## config.mk

```make
export PLATFORM = sky130hd
export DESIGN_NAME = io_write_protect_lock_status
export DESIGN_NICKNAME = d
export VERILOG_FILES = /design/src/common/wp_pkg.sv /design/src/rtl/io_write_protect_lock_status.sv /design/src/rtl/sticky_flags.sv
export VERILOG_INCLUDE_DIRS = /design/src /design/src/common
export SDC_FILE = /design/constraint.sdc
export NUM_CORES = 1
export LEC_CHECK = 0
export BUFFER_PORTS_ARGS = -buffer_cell sky130_fd_sc_hd__buf_2
export CAP_MARGIN = 30
export CORE_ASPECT_RATIO = 0.9
export CORE_MARGIN = 3
export CORE_UTILIZATION = 30
export DETAILED_ROUTE_END_ITERATION = 16
export HOLD_SLACK_MARGIN = 0.1
export RECOVER_POWER = 50
export SYNTH_ARGS = -nofsm -noshare
export SYNTH_HDL_FRONTEND = slang
export SYNTH_HIERARCHICAL = 1
export SYNTH_SLANG_ARGS = --single-unit
```

## constraint.sdc

```tcl
create_clock -name clk_sys -period 4.4 [get_ports clk_sys]
set_input_delay 0 -clock clk_sys [delete_from_list [all_inputs] [get_ports clk_sys]]
set_output_delay 0 -clock clk_sys [all_outputs]
set_load 0.005 [all_outputs]
```

## src/common/wp_regs.svh

```systemverilog
`ifndef WP_REGS_SVH
`define WP_REGS_SVH

// register byte addresses
`define LINE_LOCK_STATUS_ADDR 32'h400e_0ee0
`define WRITE_PROTECT_MODE_ADDR 32'h400e_0ee4
`define WRITE_PROTECT_STATUS_ADDR 32'h400e_0ee8
`define SCHMITT_TRIGGER_CONTROL_ADDR 32'h400e_0f00
`define IRQ_STATUS_ADDR 32'h400e_0ef0
`define IRQ_MASK_ADDR 32'h400e_0ef4

// guarded configuration register offsets (low 12 address bits)
`define LINE_ENABLE_OFS 12'h000
`define LINE_DISABLE_OFS 12'h004
`define OUT_ENABLE_OFS 12'h010
`define OUT_DISABLE_OFS 12'h014
`define FILTER_ENABLE_OFS 12'h020
`define FILTER_DISABLE_OFS 12'h024
`define MULTI_DRIVE_ENABLE_OFS 12'h050
`define MULTI_DRIVE_DISABLE_OFS 12'h054
`define PULL_UP_DISABLE_OFS 12'h060
`define PULL_UP_ENABLE_OFS 12'h064
`define PERIPH_SELECT_1_OFS 12'h070
`define PERIPH_SELECT_2_OFS 12'h074
`define PULL_DOWN_DISABLE_OFS 12'h090
`define PULL_DOWN_ENABLE_OFS 12'h094
`define OUT_WRITE_ENABLE_OFS 12'h0a0
`define OUT_WRITE_DISABLE_OFS 12'h0a4
`define CTRL_BASE 20'h400e_0

// fields
`define PROTECT_ENABLE_BIT 0
`define PROTECT_KEY_LSB 8
`define PROTECT_KEY_MSB 31
`define PROTECT_KEY_VALUE 24'h50_494f
`define VIOLATION_FLAG_BIT 0
`define VIOLATION_SOURCE_LSB 8
`define VIOLATION_SOURCE_MSB 23
`define SOURCE_WIDTH 16
`define IRQ_VIOLATION_BIT 0
`define IRQ_WIDTH 1

// reset values
`define PROTECT_ENABLE_RESET 1'b0
`define SCHMITT_RESET 32'h0000_0000
`define IRQ_MASK_RESET 1'b0

`endif

```

## src/common/wp_pkg.sv

```systemverilog
`include "wp_regs.svh"

package wp_pkg;

  typedef struct packed {
    logic protect_enable;
    logic [31:0] schmitt;
    logic [`SOURCE_WIDTH-1:0] violation_source;
    logic [`IRQ_WIDTH-1:0] irq_mask;
    logic [31:0] rdata;
    logic cfg_wr;
    logic [11:0] cfg_offset;
    logic [31:0] cfg_wdata;
  } wp_state_t;

endpackage

```

## src/rtl/io_write_protect_lock_status.sv

```systemverilog
// The plain strobed port was chosen for this implementation.
`timescale 1ns/1ns

`include "wp_regs.svh"

module io_write_protect_lock_status
  import wp_pkg::*;
(
  input wire logic clk_sys,
  input wire logic nrst,
  input wire logic [31:0] reg_addr,
  input wire logic [31:0] reg_wdata,
  input wire logic reg_wr,
  input wire logic reg_rd,
  output logic [31:0] reg_rdata,
  input wire logic [31:0] line_lock,
  output logic protect_enable,
  output logic [31:0] schmitt_disable_bit,
  output logic cfg_wr,
  output logic [11:0] cfg_offset,
  output logic [31:0] cfg_wdata,
  output logic irq
);

  ////////////////////////////////////////////////////////////////////////////
  // declarations

  wp_state_t state;
  wp_state_t next_state;

  logic in_ctrl;
  logic [11:0] offset;
  logic guarded;
  logic key_ok;
  logic violation_set;
  logic status_read;
  logic irq_read;
  logic sel_status;
  logic sel_irq_status;
  logic [31:0] mode_word;
  logic [31:0] status_word;
  logic violation_flag;
  logic [`IRQ_WIDTH-1:0] irq_status;
  logic [`IRQ_WIDTH-1:0] irq_set;

  ////////////////////////////////////////////////////////////////////////////
  // address decode

  function automatic logic is_guarded(input logic [11:0] ofs);
    logic hit;
    hit = 1'b0;
    // offsets only; the controller base is matched outside
    case (ofs)
      `LINE_ENABLE_OFS:
      begin
        hit = 1'b1;
      end
      `LINE_DISABLE_OFS:
      begin
        hit = 1'b1;
      end
      `OUT_ENABLE_OFS:
      begin
        hit = 1'b1;
      end
      `OUT_DISABLE_OFS:
      begin
        hit = 1'b1;
      end
      `FILTER_ENABLE_OFS:
      begin
        hit = 1'b1;
      end
      `FILTER_DISABLE_OFS:
      begin
        hit = 1'b1;
      end
      `MULTI_DRIVE_ENABLE_OFS:
      begin
        hit = 1'b1;
      end
      `MULTI_DRIVE_DISABLE_OFS:
      begin
        hit = 1'b1;
      end
      `PULL_UP_DISABLE_OFS:
      begin
        hit = 1'b1;
      end
      `PULL_UP_ENABLE_OFS:
      begin
        hit = 1'b1;
      end
      `PERIPH_SELECT_1_OFS:
      begin
        hit = 1'b1;
      end
      `PERIPH_SELECT_2_OFS:
      begin
        hit = 1'b1;
      end
      `PULL_DOWN_DISABLE_OFS:
      begin
        hit = 1'b1;
      end
      `PULL_DOWN_ENABLE_OFS:
      begin
        hit = 1'b1;
      end
      `OUT_WRITE_ENABLE_OFS:
      begin
        hit = 1'b1;
      end
      `OUT_WRITE_DISABLE_OFS:
      begin
        hit = 1'b1;
      end
      default:
      begin
        hit = 1'b0;
      end
    endcase
    return hit;
  endfunction

  // source code is the attempted offset; upper nibble kept for codes
  function automatic logic [`SOURCE_WIDTH-1:0] source_code(
    input logic [11:0] ofs
  );
    logic [`SOURCE_WIDTH-1:0] code;
    code = {4'h0, ofs};
    return code;
  endfunction

  assign in_ctrl = (reg_addr[31:12] == `CTRL_BASE);
  assign offset = reg_addr[11:0];
  assign guarded = in_ctrl && is_guarded(offset);

  assign key_ok =
    (reg_wdata[`PROTECT_KEY_MSB:`PROTECT_KEY_LSB] == `PROTECT_KEY_VALUE);

  // a blocked write is the only event that raises a violation
  assign violation_set = reg_wr && guarded && state.protect_enable;

  assign sel_status = (reg_addr == `WRITE_PROTECT_STATUS_ADDR);
  assign sel_irq_status = (reg_addr == `IRQ_STATUS_ADDR);
  assign status_read = reg_rd && sel_status;
  assign irq_read = reg_rd && sel_irq_status;

  ////////////////////////////////////////////////////////////////////////////
  // sticky flags

  sticky_flags #(
    .WIDTH(1)
  )
  u_violation
  (
    .clk_sys(clk_sys),
    .nrst(nrst),
    .set(violation_set),
    .clear(status_read),
    .flags(violation_flag)
  );

  always_comb
  begin
    irq_set = '0;
    irq_set[`IRQ_VIOLATION_BIT] = violation_set;
  end

  sticky_flags #(
    .WIDTH(`IRQ_WIDTH)
  )
  u_irq_status
  (
    .clk_sys(clk_sys),
    .nrst(nrst),
    .set(irq_set),
    .clear(irq_read),
    .flags(irq_status)
  );

  ////////////////////////////////////////////////////////////////////////////
  // read-back words

  // key bits stay zero so the key can never be read back
  always_comb
  begin
    mode_word = 32'h0000_0000;
    mode_word[`PROTECT_ENABLE_BIT] = state.protect_enable;
  end

  always_comb
  begin
    status_word = 32'h0000_0000;
    status_word[`VIOLATION_FLAG_BIT] = violation_flag;
    status_word[`VIOLATION_SOURCE_MSB:`VIOLATION_SOURCE_LSB] =
      state.violation_source;
  end

  ////////////////////////////////////////////////////////////////////////////
  // next state

  always_comb
  begin
    next_state = state;
    next_state.cfg_wr = 1'b0;
    next_state.rdata = 32'h0000_0000;

    // guarded writes pass on only while protection is off
    if (reg_wr && guarded && !state.protect_enable)
    begin
      next_state.cfg_wr = 1'b1;
      next_state.cfg_offset = offset;
      next_state.cfg_wdata = reg_wdata;
    end

    if (reg_wr)
    begin
      case (reg_addr)
        `WRITE_PROTECT_MODE_ADDR:
        begin
          // key mismatch drops the enable update entirely
          if (key_ok)
          begin
            next_state.protect_enable =
              reg_wdata[`PROTECT_ENABLE_BIT];
          end
        end
        `SCHMITT_TRIGGER_CONTROL_ADDR:
        begin
          next_state.schmitt = reg_wdata;
        end
        `IRQ_MASK_ADDR:
        begin
          next_state.irq_mask = reg_wdata[`IRQ_WIDTH-1:0];
        end
        `LINE_LOCK_STATUS_ADDR:
        begin
          // read-only: the write is dropped and raises no violation
        end
        `WRITE_PROTECT_STATUS_ADDR:
        begin
          // read-only: clearing happens only through a read
        end
        `IRQ_STATUS_ADDR:
        begin
          // read-only: clearing happens only through a read
        end
        default:
        begin
          next_state.irq_mask = next_state.irq_mask;
        end
      endcase
    end

    // source follows the flag: cleared on read, new event wins
    if (status_read)
    begin
      next_state.violation_source = '0;
    end
    if (violation_set)
    begin
      next_state.violation_source = source_code(offset);
    end

    if (reg_rd)
    begin
      case (reg_addr)
        `LINE_LOCK_STATUS_ADDR:
        begin
          next_state.rdata = line_lock;
        end
        `WRITE_PROTECT_MODE_ADDR:
        begin
          next_state.rdata = mode_word;
        end
        `WRITE_PROTECT_STATUS_ADDR:
        begin
          next_state.rdata = status_word;
        end
        `SCHMITT_TRIGGER_CONTROL_ADDR:
        begin
          next_state.rdata = state.schmitt;
        end
        `IRQ_STATUS_ADDR:
        begin
          next_state.rdata[`IRQ_WIDTH-1:0] = irq_status;
        end
        `IRQ_MASK_ADDR:
        begin
          next_state.rdata[`IRQ_WIDTH-1:0] = state.irq_mask;
        end
        default:
        begin
          next_state.rdata = 32'h0000_0000;
        end
      endcase
    end
  end

  ////////////////////////////////////////////////////////////////////////////
  // state register

  always_ff @(posedge clk_sys)
  begin
    if (!nrst)
    begin
      state.protect_enable <= `PROTECT_ENABLE_RESET;
      state.schmitt <= `SCHMITT_RESET;
      state.violation_source <= '0;
      state.irq_mask <= `IRQ_MASK_RESET;
      state.rdata <= 32'h0000_0000;
      state.cfg_wr <= 1'b0;
      state.cfg_offset <= 12'h000;
      state.cfg_wdata <= 32'h0000_0000;
    end
    else
    begin
      state <= next_state;
    end
  end

  ////////////////////////////////////////////////////////////////////////////
  // outputs

  assign reg_rdata = state.rdata;
  assign protect_enable = state.protect_enable;
  assign schmitt_disable_bit = state.schmitt;
  assign cfg_wr = state.cfg_wr;
  assign cfg_offset = state.cfg_offset;
  assign cfg_wdata = state.cfg_wdata;
  // level output: stays high until the irq status read clears the bit or irq_mask is cleared
  assign irq = |(irq_status & state.irq_mask);

endmodule

```

## src/rtl/sticky_flags.sv

```systemverilog
`timescale 1ns/1ns

// flags set by hardware events, cleared by software; set beats clear
module sticky_flags #(
  parameter int WIDTH = 1
)
(
  input wire logic clk_sys,
  input wire logic nrst,
  input wire logic [WIDTH-1:0] set,
  input wire logic clear,
  output logic [WIDTH-1:0] flags
);

  typedef struct packed {
    logic [WIDTH-1:0] flags;
  } sticky_state_t;

  sticky_state_t state;
  sticky_state_t next_state;

  always_comb
  begin
    next_state = state;
    if (clear)
    begin
      next_state.flags = '0;
    end
    next_state.flags = next_state.flags | set;
  end

  always_ff @(posedge clk_sys)
  begin
    if (!nrst)
    begin
      state <= '0;
    end
    else
    begin
      state <= next_state;
    end
  end

  assign flags = state.flags;

endmodule

```

==> impl_metrics.sql <==
INSERT INTO impl_metrics (metric_group, metric, value, unit) VALUES
('run_status', 'failed_checks', 'capacitance limit, slew limit', ''),
('global_routing', 'antenna_violations_before_repair', '0', ''),
('timing', 'rsz0062_at_grt', 'false', ''),
('placement', 'dp_hpwl', '12.6', 'mm'),
('drt', 'vias_per_cell', '4.66', ''),
('drt', 'routed-via-count', '5012', ''),
('synthesis', 'synth_area', '0.00571', 'mm2'),
('timing', 'tightestPinTransition', '1790', 'ps'),
('setup_path', 'capturing_element_of_the_worst_setup_path', 'schmitt_disable_bit[21]', ''),
('final_layout', 'areaGrowthSynthToFinish', '28.3', '%'),
('setup_path', 'cp_class', 'in2reg', ''),
('power_and_ir_drop', 'power_leakage', '2.86', 'nW'),
('placement', 'place.port_buffers', '210', ''),
('floorplan', 'die_span_y', '137', 'um'),
('setup_path', 'timing.critical_path.from', 'reg_addr[2]', ''),
('job', 'max_cap_violations', '1', ''),
('setup_path', 'data_arrival_time_of_the_worst_path', '3700', 'ps'),
('placement', 'dp_cells', '970', ''),
('drt', 'drt_wl_total', '17.9', 'mm'),
('placement', 'gp_routability_congestion', '0.833', ''),
('run_status', 'status', 'finished, violations left', ''),
('synthesis', 'synthesis.instances', '655', ''),
('clocking', 'ctsHtreeMaxLevel', '4', ''),
('synthesis', 'postSynth.asyncResetShare', '0', '%'),
('setup_path', 'r2r_start', 'protect_enable', ''),
('power_and_ir_drop', 'power_per_cell_area', '371', 'mW/mm2'),
('floorplan', 'die-area', '0.0207', 'mm2'),
('clocking', 'cts_post_setup_buffers_inserted', '0', ''),
('global_routing', 'grt_max_degree', '75', ''),
('timing', 'skew', '11.5', 'ps'),
('setup_path', 'regToRegSetupSlack', '2380', 'ps'),
('timing', 'min_period', '3400', 'ps'),
('synthesis', 'postSynth.topFlopCell', 'dfxtp_1', ''),
('synthesis', 'post-synth-top-area-cell', 'dfxtp_1', ''),
('synthesis', 'yosys_warnings', '6', ''),
('setup_path', 'crit_path_start_kind', 'input pin', ''),
('floorplan', 'dieWidth', '151', 'um'),
('synthesis', 'netlist_top_cells_area', 'dfxtp_1 (44%), buf_4 (15%), nand2_1 (7.3%), a22oi_1 (4.2%), a21oi_1 (3.4%)', ''),
('timing', 'final_hold_viol_count', '0', ''),
('global_routing', 'grt_overflow_total', '0', ''),
('setup_path', 'worst_ep_required_time', '4700', 'ps'),
('final_layout', 'antenna_cells', '0', ''),
('final_layout', 'final-instance-count-excl-fill', '1075', ''),
('global_routing', 'global_route.usage.total', '17.3', '%'),
('synthesis', 'synth.yosys.seq_area_share', '43.8', '%'),
('global_routing', 'wire_length_of_the_first_global_routing_pass', '27.0', 'mm'),
('final_layout', 'drive_gt1_share', '22.4', '%'),
('global_routing', 'grt_pass1_vias', '4687', ''),
('timing', 'ratio_of_final_minimum_period_to_clock_period', '77.3', '%'),
('clocking', 'clock_tree_from_tritoncts', 'done', ''),
('drt', 'drtIter0Drc', '364', ''),
('floorplan', 'floorplan.initialDensity', '30.8', '%'),
('final_layout', 'nets_finish', '917', ''),
('drt', 'detail-route-antenna-nets', '0', ''),
('setup_path', 'worstRegToRegCells', '5', ''),
('timing', 'final-max-slew-violation-count', '18', ''),
('synthesis', 'synthTopCellsByCount', 'dfxtp_1 (125), buf_4 (113), nand2_1 (111)', ''),
('final_layout', 'num-fill-cells', '1945', ''),
('clocking', 'clk_path_buf_depth', '2', ''),
('power_and_ir_drop', 'vdd.ir_drop.worst', '241', 'uV'),
('synthesis', 'synthesis_stage_register_bit_count', '125', ''),
('timing', 'maxSlewHeadroom', '-20.4', '%'),
('timing', 'worst_hold_slack', '108', 'ps'),
('clocking', 'cts.root.buffer_cell', 'clkbuf_16', ''),
('clocking', 'clock_insertion_delay_worst_skew', '420', 'ps'),
('clocking', 'clkTransAtPathRegs', '60', 'ps'),
('floorplan', 'fp-row-count', '47', ''),
('timing', 'setup_tns_final', '0', 'ps'),
('floorplan', 'boundaryPins', '211', ''),
('drt', 'remaining_drc_errors', '0', ''),
('final_layout', 'utilization', '39.5', '%');
[what timing repair did]
item | 4_1_cts | 5_1_grt
resized for setup | 0 | 0
hold buffers | 73 | 0
endpoints found under the hold margin | 110 | 0
setup endpoints to repair | 0 | 0
[how the worst min path moves through the flow]
stage             startpoint                  to  slack (ps)  cells after the start
2_1_floorplan           nrst  u_irq_status/flags         120                      1
4_1_cts         reg_addr[27]        reg_rdata[0]         100                      5
5_1_grt         reg_addr[17]        reg_rdata[0]         140                      4
6_report        reg_addr[27]        reg_rdata[0]         110                      5
3_3_place_gp    line_lock[6]        reg_rdata[6]         240                      3
3_5_place_dp   line_lock[25]       reg_rdata[25]         240                      3
[power breakdown]
part	internal (W)	leakage [nW]	switching [W]	total (W)
clock network	0.000891	0.292	0.000520	0.00141
logic	0.0000881	1.56	0.0000867	0.000175
registers	0.00113	1.01	0.000000000000561	0.00113
[cell usage in the layout (no fill, tap or decap), drive strengths merged, types with 7 or more instances in the layout]
cell | netlist | layout
nor3 | 7 | 7
o21ai | 32 | 32
and3 | 9 | 9
nor2b | 16 | 16
and2 | 9 | 9
a22o | 17 | 17
nand2 | 111 | 111
buf | 132 | 141
a22oi | 32 | 32
nor2 | 26 | 26
clkbuf | 16 | 99
dlygate4sd3 | 0 | 73
dfxtp | 125 | 125
nand3 | 35 | 35
nor4 | 8 | 8
a21oi | 39 | 39
[registers in the layout (all words and copies together) (netlist names), 12 cells and up]
| register | cells |
|---|---|
| reg_rdata | 32 |
| cfg_offset | 12 |
| state | 13 |
| cfg_wdata | 32 |
| schmitt_disable_bit | 32 |
[final cells by class]
type,instances,area [um2],area share [%]
flip-flops and latches,125,2500,34.2
multi-input cells,376,2130,29.1
repair buffers,291,1760,24.1
clock buffers,22,484,6.61
well taps,245,307,4.19
clock inverters,10,113,1.54
inverters,6,22.5,0.307
[worst max-delay path, stage by stage]
cell,delay [ps]
dlygate4sd3_1,530
buf_2,200
nor3_1,1080
nand4_1,450
or4_2,960
buf_12,270
nand3_1,110
o21ai_1,80
[logic make-up (layout without fill, tap and decap cells)]
group	Yosys count	in the layout	synth area share [%]
compound gates	130	130	14.4
mux	1	1	0.394
simple gates	245	245	22.6
flops	125	125	43.8
buf+inv	154	329	18.8
[stage by stage]
step                      worst slack, ps  power [W]  instance area [um2]
after CTS                            1510    0.00275                 7430
after global routing                  648    0.00281                 7320
after floorplan                      2680    0.00120                 5710
final                                1000    0.00272                 7320
after global placement               1460    0.00128                 6070
after detailed placement             1640    0.00128                 6100
[per-layer routing]
layer  vias to the layer above  global-route usage, %  share of wire, %
met4                         0                   6.34               2.1
met3                        27                   4.87               7.0
met2                       185                   25.8                44
met1                      2330                   23.7                47
met5                         -                      0                 0
li1                       2470                      -                 -
No activity file was read; power rests on OpenSTA's default activity.
